**config.mk**
```make
export PLATFORM = sky130hd
export DESIGN_NAME = fdcr_regs
export DESIGN_NICKNAME = d
export VERILOG_FILES = /design/src/fdcr_pkg.sv /design/src/fdcr_regs.sv /design/src/fdcr_edge_sync.sv
export SDC_FILE = /design/constraint.sdc
export NUM_CORES = 1
export LEC_CHECK = 0
export BUFFER_PORTS_ARGS = -buffer_cell sky130_fd_sc_hd__buf_2
export CAP_MARGIN = 10
export CORE_MARGIN = 2
export CORE_UTILIZATION = 51
export CTS_CLUSTER_DIAMETER = 30
export DETAILED_ROUTE_END_ITERATION = 16
export GPL_TIMING_DRIVEN = 0
export PLACE_DENSITY = 0.87
export SETUP_SLACK_MARGIN = 0.15
export SYNTH_ARGS = -nofsm -noshare
export SYNTH_HDL_FRONTEND = slang
export SYNTH_SLANG_ARGS = --single-unit
```
**constraint.sdc**
```tcl
create_clock -name clk_sys_i -period 2.5 [get_ports clk_sys_i]
set_input_delay 0.75 -clock clk_sys_i [delete_from_list [all_inputs] [get_ports clk_sys_i]]
set_output_delay 0.75 -clock clk_sys_i [all_outputs]
set_load 0.03 [all_outputs]
```
**src/fdcr_pkg.sv**
```systemverilog
// constants for the drive control register bank
package fdcr_pkg;
    localparam logic [9:0] FDCR_ADDR_STATUS_B = 10'h3F1;
    localparam logic [9:0] FDCR_ADDR_OUT_CTRL = 10'h3F2;
    localparam logic [9:0] FDCR_ADDR_TAPE = 10'h3F3;
    localparam logic [9:0] FDCR_ADDR_DIG_IN = 10'h3F7;
    localparam logic [7:0] FDCR_OUT_CTRL_RST = 8'h00;
    localparam logic [1:0] FDCR_TAPE_RST = 2'h0;
    localparam int FDCR_BIT_DRV_LO = 0;
    localparam int FDCR_BIT_SRST_N = 2;
    localparam int FDCR_BIT_DMA_GATE = 3;
    localparam int FDCR_BIT_MOTOR0 = 4;
    localparam int FDCR_BIT_MOTOR1 = 5;
    localparam int FDCR_CLK_PERIOD_PS = 4000;
    localparam int FDCR_SRST_MIN_PS = 100000;
    localparam int FDCR_SRST_MIN_CYC = (FDCR_SRST_MIN_PS + FDCR_CLK_PERIOD_PS - 1) / FDCR_CLK_PERIOD_PS;
    typedef enum logic [1:0] {FDCR_MODE_BASIC_AT, FDCR_MODE_ENHANCED, FDCR_MODE_LEGACY} fdcr_mode_t;
endpackage

```
**src/fdcr_regs.sv**
```systemverilog
`timescale 1ns/1ps
// floppy drive control registers: status b, output control, tape assign
// What this block does
// - basic mode leaves data undriven on status b reads; other modes readable.
// - enhanced status b bits 1:0 show motor outputs; only bus reset clears.
// - enhanced status b bit 3 toggles on each read-data inactive edge.
// - enhanced status b bit 4 toggles on each write-data inactive edge.
// - enhanced bit 5 mirrors drive number bit 0; bit 2 shows live write gate.
// - enhanced status b bits 7:6 always read one.
// - legacy status b bits 1:0 read one; bit 7 unsupported drive-2 input.
// - legacy bit 2 set on write gate rising, cleared by digital input read.
// - legacy bit 3 set on read-data inactive edge, cleared by input read.
// - legacy bit 4 set on write-data inactive edge regardless of write gate.
// - legacy bits 6:5 show active-low select outputs, reset to one.
// - output control writable anytime, zero on bus reset, kept by soft reset.
// - output control bits 1:0 are binary drive number, one select at most.
// - bit 2 zero holds controller reset; other registers unchanged.
// - soft reset lasts at least 100ns; back-to-back clear/set honoured.
// - bit 3 gates dma and interrupts in basic and legacy; always on enhanced.
// - bits 5:4 drive motor outputs 0 and 1; bits 7:6 unused.
// - normal decode selects drive 0 or 1 low when its motor bit set.
// - swapped decode exchanges select outputs and motor outputs.
// - tape assign bits 1:0 select tape drive 0 to 3, soft reset ignored.
// - enhanced floppy mode tape reads give type id 5:4 and boot drive 3:2.
// - drive type id is the config pair selected by drive number.
module fdcr_regs
    import fdcr_pkg::*;
(
    input wire logic clk_sys_i, // 250 MHz system clock
    input wire logic rst_i, // hardware bus reset, sync, active high
    input wire logic [9:0] addr_i, // host i/o address
    input wire logic rd_i, // host read strobe, one cycle
    input wire logic wr_i, // host write strobe, one cycle
    input wire logic [7:0] wdata_i, // host write data
    input wire fdcr_mode_t mode_i, // interface mode, static
    input wire logic swap_i, // drives 0 and 1 swapped, static
    input wire logic enh_floppy_i, // enhanced floppy mode 2, static
    input wire logic [7:0] drive_type_cfg_i, // config register f2 of logical device 0
    input wire logic [1:0] boot_drive_i, // floppy boot drive, static
    input wire logic write_gate_i, // write gate from core, same clock
    input wire logic read_data_n_i, // read data pin from drive, active low
    input wire logic write_data_n_i, // write data from core, active low
    input wire logic second_drive_present_n_i, // drive 2 input, unsupported
    input wire logic dma_req_i, // dma request from core
    input wire logic irq_i, // interrupt from core
    output logic [7:0] rdata_o, // host read data
    output logic rdata_oe_n_o, // read data enable, low while driving
    output logic select_out_0_n_o, // drive 0 select, active low
    output logic select_out_1_n_o, // drive 1 select, active low
    output logic motor_out_0_n_o, // motor 0, active low
    output logic motor_out_1_n_o, // motor 1, active low
    output logic soft_reset_o, // controller reset to core, active high
    output logic dma_req_o, // gated dma request
    output logic irq_o, // gated interrupt
    output logic [1:0] tape_sel_o // tape drive number
);
    // ----------------------------------------
    // host strobes and pin synchronisers
    // ----------------------------------------
    logic [7:0] out_ctrl_q;
    logic [1:0] tape_q;
    logic wg_last_q;
    logic rd_tog_q;
    logic wd_tog_q;
    logic wg_latch_q;
    logic rd_latch_q;
    logic wd_latch_q;
    logic [7:0] status_b;
    logic [1:0] type_id;
    logic [7:0] rdata_d;
    logic oe_n_d;
    logic sel0_n;
    logic sel1_n;
    logic mot0_n;
    logic mot1_n;
    logic [7:0] srst_cnt_q;
    logic rd_rise;
    logic wd_rise;
    logic drv2_meta_q;
    logic drv2_q;
    logic dig_in_rd;

    // inactive edge of an active-low data line is its rising edge
    fdcr_edge_sync u_rd_sync (
        .clk_sys_i(clk_sys_i),
        .rst_i(rst_i),
        .pin_i(read_data_n_i),
        .rise_o(rd_rise),
        .fall_o()
    );

    // write data is on our clock but synchronising costs only latency
    fdcr_edge_sync u_wd_sync (
        .clk_sys_i(clk_sys_i),
        .rst_i(rst_i),
        .pin_i(write_data_n_i),
        .rise_o(wd_rise),
        .fall_o()
    );

    always_ff @(posedge clk_sys_i) begin
        if (rst_i) begin
            drv2_meta_q <= 1'b1;
            drv2_q <= 1'b1;
        end else begin
            drv2_meta_q <= second_drive_present_n_i;
            drv2_q <= drv2_meta_q;
        end
    end

    assign dig_in_rd = rd_i && (addr_i == FDCR_ADDR_DIG_IN);

    // ----------------------------------------
    // output control and tape registers
    // ----------------------------------------
    // only the bus reset clears these; the soft reset never reaches them
    always_ff @(posedge clk_sys_i) begin
        if (rst_i) begin
            out_ctrl_q <= FDCR_OUT_CTRL_RST;
        end else if (wr_i && addr_i == FDCR_ADDR_OUT_CTRL) begin
            out_ctrl_q <= wdata_i;
        end
    end

    always_ff @(posedge clk_sys_i) begin
        if (rst_i) begin
            tape_q <= FDCR_TAPE_RST;
        end else if (wr_i && addr_i == FDCR_ADDR_TAPE) begin
            tape_q <= wdata_i[1:0];
        end
    end

    // ----------------------------------------
    // soft reset stretch
    // ----------------------------------------
    // a clear then set on consecutive writes still gives the full minimum
    always_ff @(posedge clk_sys_i) begin
        if (rst_i) begin
            srst_cnt_q <= 8'h00;
        end else if (!out_ctrl_q[FDCR_BIT_SRST_N]) begin
            srst_cnt_q <= 8'(FDCR_SRST_MIN_CYC);
        end else if (srst_cnt_q != 8'h00) begin
            srst_cnt_q <= srst_cnt_q - 8'h01;
        end
    end

    // ----------------------------------------
    // drive decode
    // ----------------------------------------
    always_comb begin
        sel0_n = 1'b1;
        sel1_n = 1'b1;
        // only one select can win since the drive number is binary
        if (out_ctrl_q[1:0] == 2'h0 && out_ctrl_q[FDCR_BIT_MOTOR0]) begin
            if (swap_i) sel1_n = 1'b0;
            else sel0_n = 1'b0;
        end else if (out_ctrl_q[1:0] == 2'h1 && out_ctrl_q[FDCR_BIT_MOTOR1]) begin
            if (swap_i) sel0_n = 1'b0;
            else sel1_n = 1'b0;
        end
        mot0_n = swap_i ? ~out_ctrl_q[FDCR_BIT_MOTOR1] : ~out_ctrl_q[FDCR_BIT_MOTOR0];
        mot1_n = swap_i ? ~out_ctrl_q[FDCR_BIT_MOTOR0] : ~out_ctrl_q[FDCR_BIT_MOTOR1];
    end

    // ----------------------------------------
    // status b toggles and latches
    // ----------------------------------------
    always_ff @(posedge clk_sys_i) begin
        if (rst_i) begin
            wg_last_q <= 1'b0;
            rd_tog_q <= 1'b0;
            wd_tog_q <= 1'b0;
        end else begin
            wg_last_q <= write_gate_i;
            if (rd_rise) rd_tog_q <= ~rd_tog_q;
            if (wd_rise) wd_tog_q <= ~wd_tog_q;
        end
    end

    // a latching edge in the clearing cycle wins
    always_ff @(posedge clk_sys_i) begin
        if (rst_i) begin
            wg_latch_q <= 1'b0;
            rd_latch_q <= 1'b0;
            wd_latch_q <= 1'b0;
        end else begin
            if (write_gate_i && !wg_last_q) wg_latch_q <= 1'b1;
            else if (dig_in_rd) wg_latch_q <= 1'b0;
            if (rd_rise) rd_latch_q <= 1'b1;
            else if (dig_in_rd) rd_latch_q <= 1'b0;
            if (wd_rise) wd_latch_q <= 1'b1;
            else if (dig_in_rd) wd_latch_q <= 1'b0;
        end
    end

    always_comb begin
        case (mode_i)
            FDCR_MODE_ENHANCED: begin
                status_b = {2'b11, out_ctrl_q[FDCR_BIT_DRV_LO], wd_tog_q, rd_tog_q, write_gate_i,
                            ~motor_out_1_n_o, ~motor_out_0_n_o};
            end
            FDCR_MODE_LEGACY: begin
                status_b = {drv2_q, select_out_1_n_o, select_out_0_n_o, wd_latch_q, rd_latch_q,
                            wg_latch_q, 2'b11};
            end
            default: begin
                status_b = 8'h00;
            end
        endcase
    end

    always_comb begin
        case (out_ctrl_q[1:0])
            2'h0: type_id = drive_type_cfg_i[1:0];
            2'h1: type_id = drive_type_cfg_i[3:2];
            2'h2: type_id = drive_type_cfg_i[5:4];
            default: type_id = drive_type_cfg_i[7:6];
        endcase
    end

    // ----------------------------------------
    // read mux
    // ----------------------------------------
    always_comb begin
        rdata_d = 8'h00;
        oe_n_d = 1'b1;
        if (rd_i) begin
            case (addr_i)
                FDCR_ADDR_STATUS_B: begin
                    rdata_d = status_b;
                    oe_n_d = (mode_i == FDCR_MODE_BASIC_AT);
                end
                FDCR_ADDR_OUT_CTRL: begin
                    rdata_d = out_ctrl_q;
                    oe_n_d = 1'b0;
                end
                FDCR_ADDR_TAPE: begin
                    oe_n_d = 1'b0;
                    if (enh_floppy_i) rdata_d = {2'b00, type_id, boot_drive_i, tape_q};
                    else rdata_d = {6'h00, tape_q};
                end
                default: begin
                    rdata_d = 8'h00;
                    oe_n_d = 1'b1;
                end
            endcase
        end
    end

    // ----------------------------------------
    // registered outputs
    // ----------------------------------------
    logic gate_en;
    assign gate_en = (mode_i == FDCR_MODE_ENHANCED) || out_ctrl_q[FDCR_BIT_DMA_GATE];

    always_ff @(posedge clk_sys_i) begin
        if (rst_i) begin
            rdata_o <= 8'h00;
            rdata_oe_n_o <= 1'b1;
            select_out_0_n_o <= 1'b1;
            select_out_1_n_o <= 1'b1;
            motor_out_0_n_o <= 1'b1;
            motor_out_1_n_o <= 1'b1;
            soft_reset_o <= 1'b0;
            dma_req_o <= 1'b0;
            irq_o <= 1'b0;
            tape_sel_o <= FDCR_TAPE_RST;
        end else begin
            rdata_o <= rdata_d;
            rdata_oe_n_o <= oe_n_d;
            select_out_0_n_o <= sel0_n;
            select_out_1_n_o <= sel1_n;
            motor_out_0_n_o <= mot0_n;
            motor_out_1_n_o <= mot1_n;
            soft_reset_o <= !out_ctrl_q[FDCR_BIT_SRST_N] || (srst_cnt_q != 8'h00);
            dma_req_o <= dma_req_i && gate_en;
            irq_o <= irq_i && gate_en;
            tape_sel_o <= tape_q;
        end
    end

    // ----------------------------------------
    // checks
    // ----------------------------------------
    a_basic_no_drive: assert property (@(posedge clk_sys_i) disable iff (rst_i)
        rd_i && addr_i == FDCR_ADDR_STATUS_B && mode_i == FDCR_MODE_BASIC_AT |=> rdata_oe_n_o)
        else $error("status b driven in basic mode");
    a_one_select_only: assert property (@(posedge clk_sys_i) disable iff (rst_i)
        !(!select_out_0_n_o && !select_out_1_n_o))
        else $error("both selects active");
    a_srst_min_width: assert property (@(posedge clk_sys_i) disable iff (rst_i)
        $rose(soft_reset_o) |-> soft_reset_o [*8])
        else $error("soft reset too short");
    a_ctrl_write_takes: assert property (@(posedge clk_sys_i) disable iff (rst_i)
        wr_i && addr_i == FDCR_ADDR_OUT_CTRL |=> out_ctrl_q == $past(wdata_i))
        else $error("output control write lost");
    a_latch_set_wins: assert property (@(posedge clk_sys_i) disable iff (rst_i)
        rd_rise |=> rd_latch_q)
        else $error("read data latch missed");
    a_motor_follow: assert property (@(posedge clk_sys_i) disable iff (rst_i)
        !swap_i && $stable(swap_i) |=> motor_out_0_n_o == !$past(out_ctrl_q[FDCR_BIT_MOTOR0]))
        else $error("motor 0 decode wrong");
    a_swap_select: assert property (@(posedge clk_sys_i) disable iff (rst_i)
        swap_i && out_ctrl_q[1:0] == 2'h0 && out_ctrl_q[FDCR_BIT_MOTOR0] |=> !select_out_1_n_o)
        else $error("swapped select wrong");
    a_irq_gated: assert property (@(posedge clk_sys_i) disable iff (rst_i)
        mode_i != FDCR_MODE_ENHANCED && !out_ctrl_q[FDCR_BIT_DMA_GATE] |=> !irq_o && !dma_req_o)
        else $error("dma or irq not gated");
    a_rd_toggle: assert property (@(posedge clk_sys_i) disable iff (rst_i)
        rd_rise |=> rd_tog_q != $past(rd_tog_q))
        else $error("read toggle missed");
    a_tape_normal_zero: assert property (@(posedge clk_sys_i) disable iff (rst_i)
        rd_i && addr_i == FDCR_ADDR_TAPE && !enh_floppy_i |=> rdata_o[7:2] == 6'h00)
        else $error("tape upper bits nonzero");

    // length of the current soft reset pulse, saturating
    logic [7:0] srst_len_q;
    always_ff @(posedge clk_sys_i) begin
        if (rst_i || !soft_reset_o) begin
            srst_len_q <= 8'h00;
        end else if (srst_len_q != 8'hFF) begin
            srst_len_q <= srst_len_q + 8'h01;
        end
    end

    a_srst_full_length: assert property (@(posedge clk_sys_i) disable iff (rst_i)
        $fell(soft_reset_o) |-> srst_len_q >= 8'(FDCR_SRST_MIN_CYC))
        else $error("soft reset shorter than minimum");
endmodule

```
**src/fdcr_edge_sync.sv**
```systemverilog
`timescale 1ns/1ps
// two-flop synchroniser with rise and fall pulses
module fdcr_edge_sync (
    input wire logic clk_sys_i, // system clock
    input wire logic rst_i, // synchronous reset
    input wire logic pin_i, // asynchronous input
    output logic rise_o, // one-cycle rising edge
    output logic fall_o // one-cycle falling edge
);
    logic meta_q;
    logic sync_q;
    logic last_q;

    always_ff @(posedge clk_sys_i) begin
        if (rst_i) begin
            // lines watched here idle high; a zero reset would fake a rising edge
            meta_q <= 1'b1;
            sync_q <= 1'b1;
            last_q <= 1'b1;
        end else begin
            meta_q <= pin_i;
            sync_q <= meta_q;
            last_q <= sync_q;
        end
    end

    assign rise_o = sync_q & ~last_q;
    assign fall_o = ~sync_q & last_q;
endmodule

```
* Word-level counts from Yosys, hierarchy flattened *
Cells that the tools add are included.

operators by class
  add/subtract/negate cells = 1
  eq/ne operators = 9
  multiplexer cells = 19
  bitwise logic cells = 12
  reductions and logical operators = 21

operators with widths
  kind                    count
  $eq A10 B10 Y1 const B  4
  $pmux W8 S3             1
  $pmux W8 S2             1
  $mux W1                 12
  $mux W5                 2
  $not A1 Y1              10
  $logic_and A1 B1 Y1     8
  $reduce_bool A8 Y1      1
  $sub A8 B1 Y8 const B   1
  $mux W6                 1
  $pmux W2 S3             1
  $reduce_bool A2 Y1      3
  $reduce_or A2 Y1        3
  $eq A2 B1 Y1 const B    2
  $eq A2 B2 Y1 const B    2
  $logic_not A2 Y1        2
  $and A1 B1 Y1           2
  $logic_not A1 Y1        2
  $logic_or A1 B1 Y1      2
  $ne A2 B1 Y1 const B    1
  $pmux W1 S2             1

word-level totals
  flip-flop bits (word level) = 50
  input bits = 42
  logic and storage cells = 90

* Logic depth before layout (Yosys ltp) *
Gate-level depths: netlist of run 1.

  depth in word-level cells = 4
  mapped depth = 7
  mapped depth without buffers = 6

* By module *
A second synthesis of run 1 with hierarchy kept.

unflattened totals
  cell total of the unflattened synthesis = 219
  area total of the unflattened synthesis = 2102.0 um^2

modules (own cells, without submodules)
  module          instances  cells an instance  area an instance (um^2)  seq. area each (um^2)
  fdcr_regs       1          203                1916.8                   880.8
  fdcr_edge_sync  2          8                  92.6                     60.1

* Worst setup path before layout of run 1 *
OpenSTA, ideal clock, no wires.

  kind = input -> register
  from = in addr_i[8]
  to = reg rdata_o[4]
  setup time = 0.070 ns
  arrival = 1.997 ns
  slack = 0.433 ns
  cell stages on the path = 5
  path buffers = 1
  path through = nand4_4 -> or3_4 -> or4_1 -> buf_2 -> o2bb2ai_1

between the ends
  longest elaborated chain between the ends = 2

RTL lines
  item                  line              text
  from (decl)           fdcr_regs.sv:31   input wire logic [9:0] addr_i,
  $eq A10 B10 Y1        fdcr_regs.sv:228  case (addr_i)
  $pmux W8 S3 (*)       fdcr_regs.sv:228
  to (signal assigned)  fdcr_regs.sv:269  rdata_o <= rdata_d;
  to (decl)             fdcr_regs.sv:46   output logic [7:0] rdata_o,

Every way passes the cells marked *; elsewhere a longest branch is shown, timed or not.
A chain may end at the register's enable or synchronous reset.

* Final worst setup path of run 1 *
  from = in addr_i[2]
  to = reg out_ctrl_q[7]

between the ends
  longest elaborated chain between the ends = 2

RTL lines
  item                  line              text
  $eq A10 B10 Y1        fdcr_regs.sv:120  end else if (wr_i && addr_i == FDCR_ADDR_OUT_CTRL) begin
  $logic_and A1 B1 Y1   fdcr_regs.sv:120
  to (signal assigned)  fdcr_regs.sv:121  out_ctrl_q <= wdata_i;
  to (decl)             fdcr_regs.sv:60   logic [7:0] out_ctrl_q;

No other way between the ends.

==> impl_results.md, run 1 <==
* Final instance area at 2530 µm²
* Average wire per standard cell at 13.5 µm
* Type of the worst min-delay path: reg -> reg
* Clock Latency Late Sink at 300 ps
* Grt met3 use at 0.0567
* Worst setup path class: in -> reg
* Yosys top cell area share at 0.484
* IO buf count at 59
* Synth Net Count at 262
* Yosys warning total at 0
* Iteration-0 DRC Markers at 137
* Placed Instances at 325
* CTS tree: done
* DIE HEIGHT at 67.7 µm
* Count of different cell masters after synthesis at 41
* Post-cts gate resize count at 0
* Final Skew at 4.89 ps
* First-pass GRT wire length at 6.77 mm
* Average size of a mapped cell at 9.57 µm²
* Largest net degree at the start of global routing at 16
* # IOs at 60
* Number of endpoints with negative hold slack in the final report at 0
* Asr flop ratio synth at 0
* H-tree level count at 2
* Crit. Startpoint: addr_i[2]
* GR peak layer: met2
* Endpoint class of the critical path: register
* Routed wire length at 4.50 mm
* Die Wd at 67.7 µm
* Clk buf depth at 2
* Area added between synthesis and finish at 22.6%
* Setup slack of the worst register-to-register path at 630 ps
* Number of antenna cells inserted at 0
* Total via count after detailed routing at 1762
* Number of fill cells in the layout at 324
* Leakage power at 1.02 nW
* Number of vias per cell at 5.29
* Result of the run: complete, no violations
* Setup bufs post-CTS at 0
* # hold bufs at CTS at 0
* Number of clock sinks at 50
* Synthesized netlist cell count at 216
* Setup slack of the critical path after layout at 311 ps
* Kind of start point of the critical path: primary input
* Clk slew on worst S/H paths at 90 ps
* Remaining global-route overflow at 0
* Root Driver: sky130_fd_sc_hd__clkbuf_8
* Core ar. at 3940 µm²
* Initial core utilization at 0.524
* Worst hold slack at 413 ps
* Total half-perimeter wirelength after legalization and detailed placement at 3.45 mm
* Cell type with the largest total area after synthesis: sky130_fd_sc_hd__dfxtp_1
* Final layout net count at 328
* Seq cells post-synth at 50
* Register-to-Register Path Depth at 5
* Number of iterations in the first detailed-routing pass at 4
* Reg2Reg Launch Point: srst_cnt_q[0]
* Final setup violation count at 0
* Cell area power density at 591 nW/µm²
* Period utilisation layout at 0.875
* Global Route met2 Usage at 0.336
* Initial antenna violation count at 0
* Maximum fanout count along the critical path at 8
* GR Layer Usage met1 at 0.242
* Critical path required time at 2680 ps
* Drt drc at 0
* Dpl cell area at 2420 µm²
* Leading post-synthesis cells by cell area: sky130_fd_sc_hd__dfxtp_1 (48%), sky130_fd_sc_hd__mux2i_1 (5.3%), sky130_fd_sc_hd__nor2_1 (4.9%)
* Post-layout minimum cycle time at 2190 ps
* Total area of sequential cells at 1000 µm²
* FP Rows at 23
* Finished Layout Cells at 333
* Highest ir drop seen on vdd at 0.295 mV
* Area of the multi-input gates at 993 µm²
* Layout cells sized above 1 at 0.314
* Cell area after synthesis at 2070 µm²
* Number of synthesized flops with an enable pin at 0
* Slew HR at 0.397
* Fraction of the yosys area taken by sequential cells at 0.484
* Worst slack after detailed placement at 27.8 ps
* CP Capture Point: out_ctrl_q[7]
* Accumulated negative setup slack at 0 ps
* Final RePlAce weighted congestion at 0.844
* Via count of the first global-routing pass at 1573
* Synth Flop Type: sky130_fd_sc_hd__dfxtp_1
* Max-slew violation count at 0
* GRT Resource Usage Total at 0.201
* Max-Cap Viols at 0
* Worst slew pin tran at 900 ps
* Max Clock Freq at 457 MHz
* Cts bufs inserted at 5
* Unrepaired setup endpoints after global routing: false
* Overall die area at 4580 µm²
* Antenna Nets Post-Route at 0
* Launch point of the worst hold path: u_rd_sync.meta_q
* RR Endpoint: srst_cnt_q[1]
* Arrival time of the worst setup path at 2370 ps
per-stage QoR:
stage                      util  power (W)
after global placement    0.615   0.000955
after CTS                 0.643    0.00151
after detailed placement  0.615   0.000958
final                     0.643    0.00150
after floorplan               -   0.000902
after global routing      0.643    0.00156
registers in the layout, indices dropped and copies added (netlist names), 2 cells and up:
| register | cells |
|---|---|
| srst_cnt_q | 8 |
| out_ctrl_q | 8 |
| tape_q | 2 |
| rdata_o | 8 |
| tape_sel_o | 2 |
critical path, cell delays in order:
cell                        delay [ps]
sky130_fd_sc_hd__buf_2             120
sky130_fd_sc_hd__nand4bb_1         320
sky130_fd_sc_hd__nor3_2            790
sky130_fd_sc_hd__mux2i_1           310
sky130_fd_sc_hd__nor2_1             60
cells in the final DEF, fill, tap and decap left out, types with 7 or more instances in the layout:
master	netlist	final
sky130_fd_sc_hd__inv_1	10	10
sky130_fd_sc_hd__nor2b_1	9	9
sky130_fd_sc_hd__nand2_1	13	13
sky130_fd_sc_hd__nor2_1	27	27
sky130_fd_sc_hd__buf_2	1	60
sky130_fd_sc_hd__dfxtp_1	50	50
sky130_fd_sc_hd__clkbuf_1	7	7
sky130_fd_sc_hd__a21oi_1	13	13
sky130_fd_sc_hd__or2_2	9	9
sky130_fd_sc_hd__mux2i_1	11	11
report_power, final:
part	internal, W	switching [W]
registers	0.000810	0.00000645
clock network	0.000295	0.000263
logic	0.0000574	0.0000664
cell families (layout without fill, tap and decap cells):
logic type	after synthesis	in the layout	share of synthesized area
AO/OA/AOI/OAI	34	34	0.105
XOR/XNOR	4	4	0.0169
adder cells (fa/ha/maj)	4	4	0.0242
buffers and inverters	19	86	0.0351
flip-flops	50	50	0.484
multiplexers	17	17	0.0969
AND/OR/NAND/NOR	88	88	0.238
layout make-up:
class,count,share of cell area
repair buffers,59,0.117
clock inverters,3,0.0158
clock buffers,5,0.0272
well taps,50,0.0247
inverters,10,0.0148
plain buffers,9,0.0138
multi-input cells,147,0.392
flip-flops and latches,50,0.395
synthesized netlist by cell type, types with 3 or more instances:
library cell and count:
sky130_fd_sc_hd__o2bb2ai_1 3, sky130_fd_sc_hd__or2_2 9, sky130_fd_sc_hd__nand2_1 13, sky130_fd_sc_hd__nor2b_1 9, sky130_fd_sc_hd__inv_1 10, sky130_fd_sc_hd__mux2_2 4
sky130_fd_sc_hd__nor2_1 27, sky130_fd_sc_hd__a21oi_1 13, sky130_fd_sc_hd__ha_1 4, sky130_fd_sc_hd__a22oi_1 4, sky130_fd_sc_hd__nand3b_1 3, sky130_fd_sc_hd__xnor2_1 4
sky130_fd_sc_hd__dfxtp_1 50, sky130_fd_sc_hd__nor4_1 4, sky130_fd_sc_hd__mux2i_1 11, sky130_fd_sc_hd__nor3_1 4, sky130_fd_sc_hd__o21ai_0 5, sky130_fd_sc_hd__clkbuf_1 7
sky130_fd_sc_hd__or3_1 3
layer usage:
layer  vias to the layer above  part of all wire
met5                         -                 0
met4                         0             0.017
met3                        10             0.094
met2                        81              0.48
met1                       789              0.41
li1                        882                 -
worst min-delay path by stage:
| stage | to | cells after the start |
|---|---|---|
| 6_report | u_rd_sync.sync_q | 1 |
| 5_1_grt | u_rd_sync.sync_q | 1 |
| 4_1_cts | u_rd_sync.sync_q | 1 |
| 3_5_place_dp | u_rd_sync.sync_q | 1 |
| 3_3_place_gp | u_wd_sync.sync_q | 1 |
| 2_1_floorplan | drv2_q | 1 |
Power figures use the tool's default switching activity.
==> run 2: changes to the inputs <==
--- a/config.mk
+++ b/config.mk
@@ -11,7 +11,6 @@
 export CORE_UTILIZATION = 51
 export CTS_CLUSTER_DIAMETER = 30
 export DETAILED_ROUTE_END_ITERATION = 16
-export GPL_TIMING_DRIVEN = 0
 export PLACE_DENSITY = 0.87
 export SETUP_SLACK_MARGIN = 0.15
 export SYNTH_ARGS = -nofsm -noshare
==> run 2 against run 1 <==
Sequential share of layout area rose by 0.47 points. Design area fell by 1.2%. Combinational power barely moved. Sequential power barely moved. Global-route usage fell by 0.50 points. Core utilization fell by 0.76 points. Maximum frequency rose by 8.0%. First-iteration DRC count rose by 35%. Sequential cell count did not move. Hold slack got worse by 0.95 ps. Setup slack improved by 160 ps. Critical path depth did not move. Largest cell class unchanged.
==> impl_results.md, run 2 (synthesis gave the netlist of run 1 again) <==
* Result of the run: complete, no violations
* Share of total power in sequential cells at 0.579
* First-pass GRT wire length at 6.78 mm
* Highest ir drop seen on vdd at 0.318 mV
* Largest net degree at the start of global routing at 30
* Total half-perimeter wirelength after legalization and detailed placement at 3.31 mm
* FP Rows at 23
* Number of vias per cell at 5.38
* Cell area power density at 563 nW/µm²
* Clock Latency Late Sink at 300 ps
* Share of total power consumed by net switching at 0.226
* GRT Resource Usage Total at 0.196
* Setup bufs post-CTS at 0
* Core ar. at 3940 µm²
* DIE HEIGHT at 67.7 µm
* Leading cell types in the layout, fill and taps excluded: sky130_fd_sc_hd__buf_2 (59), sky130_fd_sc_hd__dfxtp_1 (50), sky130_fd_sc_hd__nor2_1 (27)
* Logic pwr share at 0.087
* Leading cell type in the layout, fill and taps excluded: sky130_fd_sc_hd__buf_2
* Number of clock sinks at 50
* Total via count after detailed routing at 1758
* Post-layout minimum cycle time at 2030 ps
* Largest registers: out_ctrl_q: 8 flops, rdata_o: 8 flops, srst_cnt_q: 8 flops
* Die Wd at 67.7 µm
* Setup slack of the critical path after layout at 473 ps
* Overall die area at 4580 µm²
* H-tree level count at 2
* Cell internal pwr at 0.00109 W
* Switching power total at 0.000319 W
* Dpl cell area at 2410 µm²
* # IOs at 60
* Max-slew violation count at 0
* Maximum fanout count along the critical path at 8
* CTS tree: done
* Clk buf depth at 2
* Layout cells sized above 1 at 0.325
* Final layout net count at 322
* Number of iterations in the first detailed-routing pass at 4
* Number of antenna cells inserted at 0
* Antenna Nets Post-Route at 0
* Endpoint class of the critical path: register
* Average wire per standard cell at 13.2 µm
* # hold bufs at CTS at 0
* Slew HR at 0.624
* Area added between synthesis and finish at 21.1%
* Number of endpoints with negative hold slack in the final report at 0
* Max-Cap Viols at 0
* Arrival time of the worst setup path at 2260 ps
* Worst setup path class: in -> reg
* Root Driver: sky130_fd_sc_hd__clkbuf_8
* Drt drc at 0
* Accumulated negative setup slack at 0 ps
* Kind of start point of the critical path: primary input
* Final setup violation count at 0
* Via count of the first global-routing pass at 1586
* Worst slack after detailed placement at 181 ps
* Clk slew on worst S/H paths at 90 ps
* Leakage power at 1.01 nW
* Unrepaired setup endpoints after global routing: false
* Worst slew pin tran at 560 ps
* Period utilisation layout at 0.811
* Final RePlAce weighted congestion at 0.832
* Final Skew at 6.12 ps
* Critical path required time at 2730 ps
* Iteration-0 DRC Markers at 185
* Max Clock Freq at 493 MHz
* Initial antenna violation count at 0
* Type of the worst min-delay path: reg -> reg
* Cts bufs inserted at 5
* Post-cts gate resize count at 0
* Final instance area at 2500 µm²
* Remaining global-route overflow at 0
* Clock group share of total power at 0.334
* Routed wire length at 4.32 mm
* Initial core utilization at 0.524
* IO buf count at 59
-- run 2: layout make-up --
cell class                 instances  area (µm²)
tap                               50        62.6
clock inverter                     1        5.00
fill                             323        1440
multi-input combinational        147         993
clock buffer                       7        86.3
sequential                        50        1000
timing repair buffer              62         318
inverter                          10        37.5
-- run 2: worst max-delay path, stage by stage --
cell and delay, ps:
sky130_fd_sc_hd__buf_2 110, sky130_fd_sc_hd__nand4_4 130, sky130_fd_sc_hd__or3_4 400, sky130_fd_sc_hd__or4_1 660, sky130_fd_sc_hd__o2bb2ai_1 190
-- run 2: stage by stage --
step                total power, W  instances   util  hold WS [ps]
finish                     0.00141        327  0.635           412
global route               0.00147        327  0.635           438
detailed placement        0.000957        319  0.612           398
CTS                        0.00142        327  0.635           415
floorplan                 0.000902        216      -           389
global placement          0.000955        319  0.612           391
-- run 2: final timing paths --
| check | from | to | slack (ps) | depth (start not counted) |
|---|---|---|---|---|
| hold reg to reg | drv2_meta_q | drv2_q | 410 | 1 |
| hold / removal | drv2_meta_q | drv2_q | 410 | 1 |
| setup / recovery | addr_i[8] | rdata_o[4] | 470 | 5 |
| setup reg to reg | srst_cnt_q[0] | srst_cnt_q[1] | 630 | 5 |
-- run 2: power by group through the flow --
stage / Sequential, W / Combinational (W) / Clock, W
floorplan: 0.000837 / 0.0000644 / 0
CTS: 0.000817 / 0.000122 / 0.000482
detailed placement: 0.000835 / 0.000122 / 0
global placement: 0.000835 / 0.000120 / 0
global route: 0.000819 / 0.000135 / 0.000517
finish: 0.000817 / 0.000123 / 0.000471
-- run 2: layer usage --
metal	track usage	part of all wire	up-vias
met3	0.0500	0.083	6
li1	-	-	875
met5	0	0	-
met2	0.344	0.48	71
met4	0.0510	0.0083	0
met1	0.236	0.43	806
==> run 3: changes to the inputs <==
--- a/config.mk
+++ b/config.mk
@@ -5,10 +5,11 @@
 export SDC_FILE = /design/constraint.sdc
 export NUM_CORES = 1
 export LEC_CHECK = 0
+export ABC_AREA = 1
 export BUFFER_PORTS_ARGS = -buffer_cell sky130_fd_sc_hd__buf_2
 export CAP_MARGIN = 10
 export CORE_MARGIN = 2
-export CORE_UTILIZATION = 51
+export CORE_UTILIZATION = 52
 export CTS_CLUSTER_DIAMETER = 30
 export DETAILED_ROUTE_END_ITERATION = 16
 export PLACE_DENSITY = 0.87
==> constraint.sdc (replaced) <==
create_clock -name clk_sys_i -period 1.9 [get_ports clk_sys_i]
set_input_delay 0.57 -clock clk_sys_i [delete_from_list [all_inputs] [get_ports clk_sys_i]]
set_output_delay 0.57 -clock clk_sys_i [all_outputs]
set_load 0.03 [all_outputs]
==> run 3 against run 2 <==
First-iteration DRC count fell by 10%. Critical path type unchanged. Hold slack is essentially flat. Die area grew 6.0%. Sequential cell count unchanged. Highest routed layer unchanged. Largest cell class is now multi-input combinational cells. Critical path depth increased by 3. Core utilization is 2.4 points higher. Global-route usage grew 2.4 points. Sequential power rose by 32%. Wire length up 20%. Setup slack worse by 84 ps.
==> impl_results.md, run 3 <==
* Worst slew pin tran at 538 ps
* Root Driver: sky130_fd_sc_hd__clkbuf_8
* Worst setup path class: in -> reg
* Cts bufs inserted at 5
* FP Rows at 23
* Final RePlAce weighted congestion at 0.889
* Total half-perimeter wirelength after legalization and detailed placement at 3.95 mm
* Largest registers: out_ctrl_q: 8 flops, rdata_o: 8 flops, srst_cnt_q: 8 flops
* Number of synthesized flops with an enable pin at 0
* Average size of a mapped cell at 7.12 µm²
* Total via count after detailed routing at 2163
* Leading post-synthesis cells by cell area: sky130_fd_sc_hd__dfxtp_1 (45%), sky130_fd_sc_hd__nand2_1 (9.9%), sky130_fd_sc_hd__nor2_1 (9.7%)
* Number of clock sinks at 50
* Asr flop ratio synth at 0
* Slew HR at 0.639
* Number of vias per cell at 5.04
* Clk buf depth at 2
* Iteration-0 DRC Markers at 166
* CTS tree: done
* Arrival time of the worst setup path at 1760 ps
* Number of fill cells in the layout at 374
* GRT Resource Usage Total at 0.220
* First-pass GRT wire length at 8.60 mm
* Largest net degree at the start of global routing at 18
* Final instance area at 2690 µm²
* Routed wire length at 5.19 mm
* Max-slew violation count at 0
* IO buf count at 59
* Final layout net count at 424
* Count of different cell masters after synthesis at 28
* Highest ir drop seen on vdd at 0.523 mV
* Number of endpoints with negative hold slack in the final report at 0
* Post-synth top cells: sky130_fd_sc_hd__nand2_1 (59), sky130_fd_sc_hd__nor2_1 (58), sky130_fd_sc_hd__dfxtp_1 (50)
* Yosys warning total at 0
* Cell area after synthesis at 2240 µm²
* Die Wd at 69.7 µm
* Average wire per standard cell at 12.1 µm
* Period utilisation layout at 0.795
* Number of iterations in the first detailed-routing pass at 4
* Synth Flop Type: sky130_fd_sc_hd__dfxtp_1
* Most frequently used cell type in the post-synthesis netlist: sky130_fd_sc_hd__nand2_1
* Endpoint class of the critical path: register
* Initial core utilization at 0.549
* Clock Latency Late Sink at 310 ps
* Core ar. at 4090 µm²
* Post-cts gate resize count at 0
* Accumulated negative setup slack at 0 ps
* Type of the worst min-delay path: reg -> reg
* Seq cells post-synth at 50
* Cell type with the largest total area after synthesis: sky130_fd_sc_hd__dfxtp_1
* Maximum fanout count along the critical path at 14
* Fraction of the yosys area taken by sequential cells at 0.446
* Max Clock Freq at 662 MHz
* Setup bufs post-CTS at 0
* Post-layout minimum cycle time at 1510 ps
* Dpl cell area at 2590 µm²
* DIE HEIGHT at 69.7 µm
* Layout cells sized above 1 at 0.232
* Remaining global-route overflow at 0
* Setup slack of the critical path after layout at 389 ps
* Overall die area at 4850 µm²
* Drt drc at 0
* H-tree level count at 2
* Leakage power at 1.25 nW
* Initial antenna violation count at 0
* # hold bufs at CTS at 0
* Final Skew at 7.84 ps
* Final setup violation count at 0
* Clk slew on worst S/H paths at 90 ps
* # IOs at 60
* Antenna Nets Post-Route at 0
* Kind of start point of the critical path: primary input
* Unrepaired setup endpoints after global routing: false
* Leading cell types in the layout, fill and taps excluded: sky130_fd_sc_hd__nand2_1 (59), sky130_fd_sc_hd__buf_2 (59), sky130_fd_sc_hd__nor2_1 (58)
* Cell area power density at 719 nW/µm²
* Critical path required time at 2140 ps
* Result of the run: complete, no violations
* Worst slack after detailed placement at 95.2 ps
* Max-Cap Viols at 0
* Synth Net Count at 361
* Worst hold slack at 412 ps
* Area added between synthesis and finish at 20.0%
* Synthesized netlist cell count at 315
* Number of antenna cells inserted at 0
* Via count of the first global-routing pass at 2027
* Yosys top cell area share at 0.446
## run 3: cell count changes after synthesis, sizes merged, moves of 5 or more
cell   previous run  this run
a21oi            13        20
nand2            13        61
mux2i            11         0
nor2             27        61
o21ai             5        15
nor2b             9         0
nand3             1        30
inv              10        40
nand4             2         7
## run 3: final cells by class
type,instances,area [µm²],area share
Tap cell,50,62.6,0.0232
Inverter,41,154,0.0572
Multi-Input combinational cell,216,1040,0.385
Clock buffer,7,96.3,0.0358
Clock inverter,1,8.76,0.00325
Timing Repair Buffer,64,333,0.124
Sequential cell,50,1000,0.372
## run 3: critical path: stages
cell and delay, ps:
sky130_fd_sc_hd__buf_2 100, sky130_fd_sc_hd__nor2_1 210, sky130_fd_sc_hd__nand2_2 140, sky130_fd_sc_hd__inv_2 190
sky130_fd_sc_hd__nand3_2 250, sky130_fd_sc_hd__nand2_1 130, sky130_fd_sc_hd__nand2_1 60, sky130_fd_sc_hd__nor2_1 90
## run 3: layer usage
layer | global-route usage | vias to the layer above | wire [µm] | part of all wire
li1 | - | 1118 | - | -
met1 | 0.257 | 940 | 2090 | 0.40
met2 | 0.379 | 91 | 2480 | 0.48
met3 | 0.0625 | 14 | 511 | 0.098
met4 | 0.0855 | 0 | 118 | 0.023
met5 | 0 | - | 0 | 0
## run 3: logic make-up (layout without fill, tap and decap cells)
logic type,Yosys count,count (layout),synth area share
adders and majority gates,4,4,0.0223
AOI/OAI and AO/OA,39,39,0.0915
buffers and inverters,49,113,0.0915
xor gates and xnor gates,3,3,0.0117
DFF,50,50,0.446
and+or+nand+nor,170,170,0.336
## run 3: metrics by stage
step | util | power [W] | std cells
after floorplan | - | 0.00120 | 315
after global placement | 0.633 | 0.00127 | 421
after detailed placement | 0.633 | 0.00128 | 421
after CTS | 0.659 | 0.00195 | 429
after global routing | 0.659 | 0.00201 | 429
final | 0.659 | 0.00193 | 429
## run 3: worst paths after layout
| path | startpoint | endpoint | slack (ps) | cells past startpoint |
|---|---|---|---|---|
| max | addr_i[3] | out_ctrl_q[1] | 390 | 8 |
| min | u_rd_sync.meta_q | u_rd_sync.sync_q | 410 | 1 |
| max reg2reg | srst_cnt_q[0] | srst_cnt_q[1] | 410 | 7 |
| min reg2reg | u_rd_sync.meta_q | u_rd_sync.sync_q | 410 | 1 |
## run 3: report_power, final
| group | total [W] | internal [W] | leakage [nW] | switching [W] |
|---|---|---|---|---|
| Clock | 0.000680 | 0.000334 | 0.0544 | 0.000346 |
| Combinational | 0.000178 | 0.0000732 | 0.786 | 0.000105 |
| Sequential | 0.00108 | 0.00107 | 0.407 | 0.00000921 |
| Total | 0.00193 | 0.00147 | 1.25 | 0.000460 |
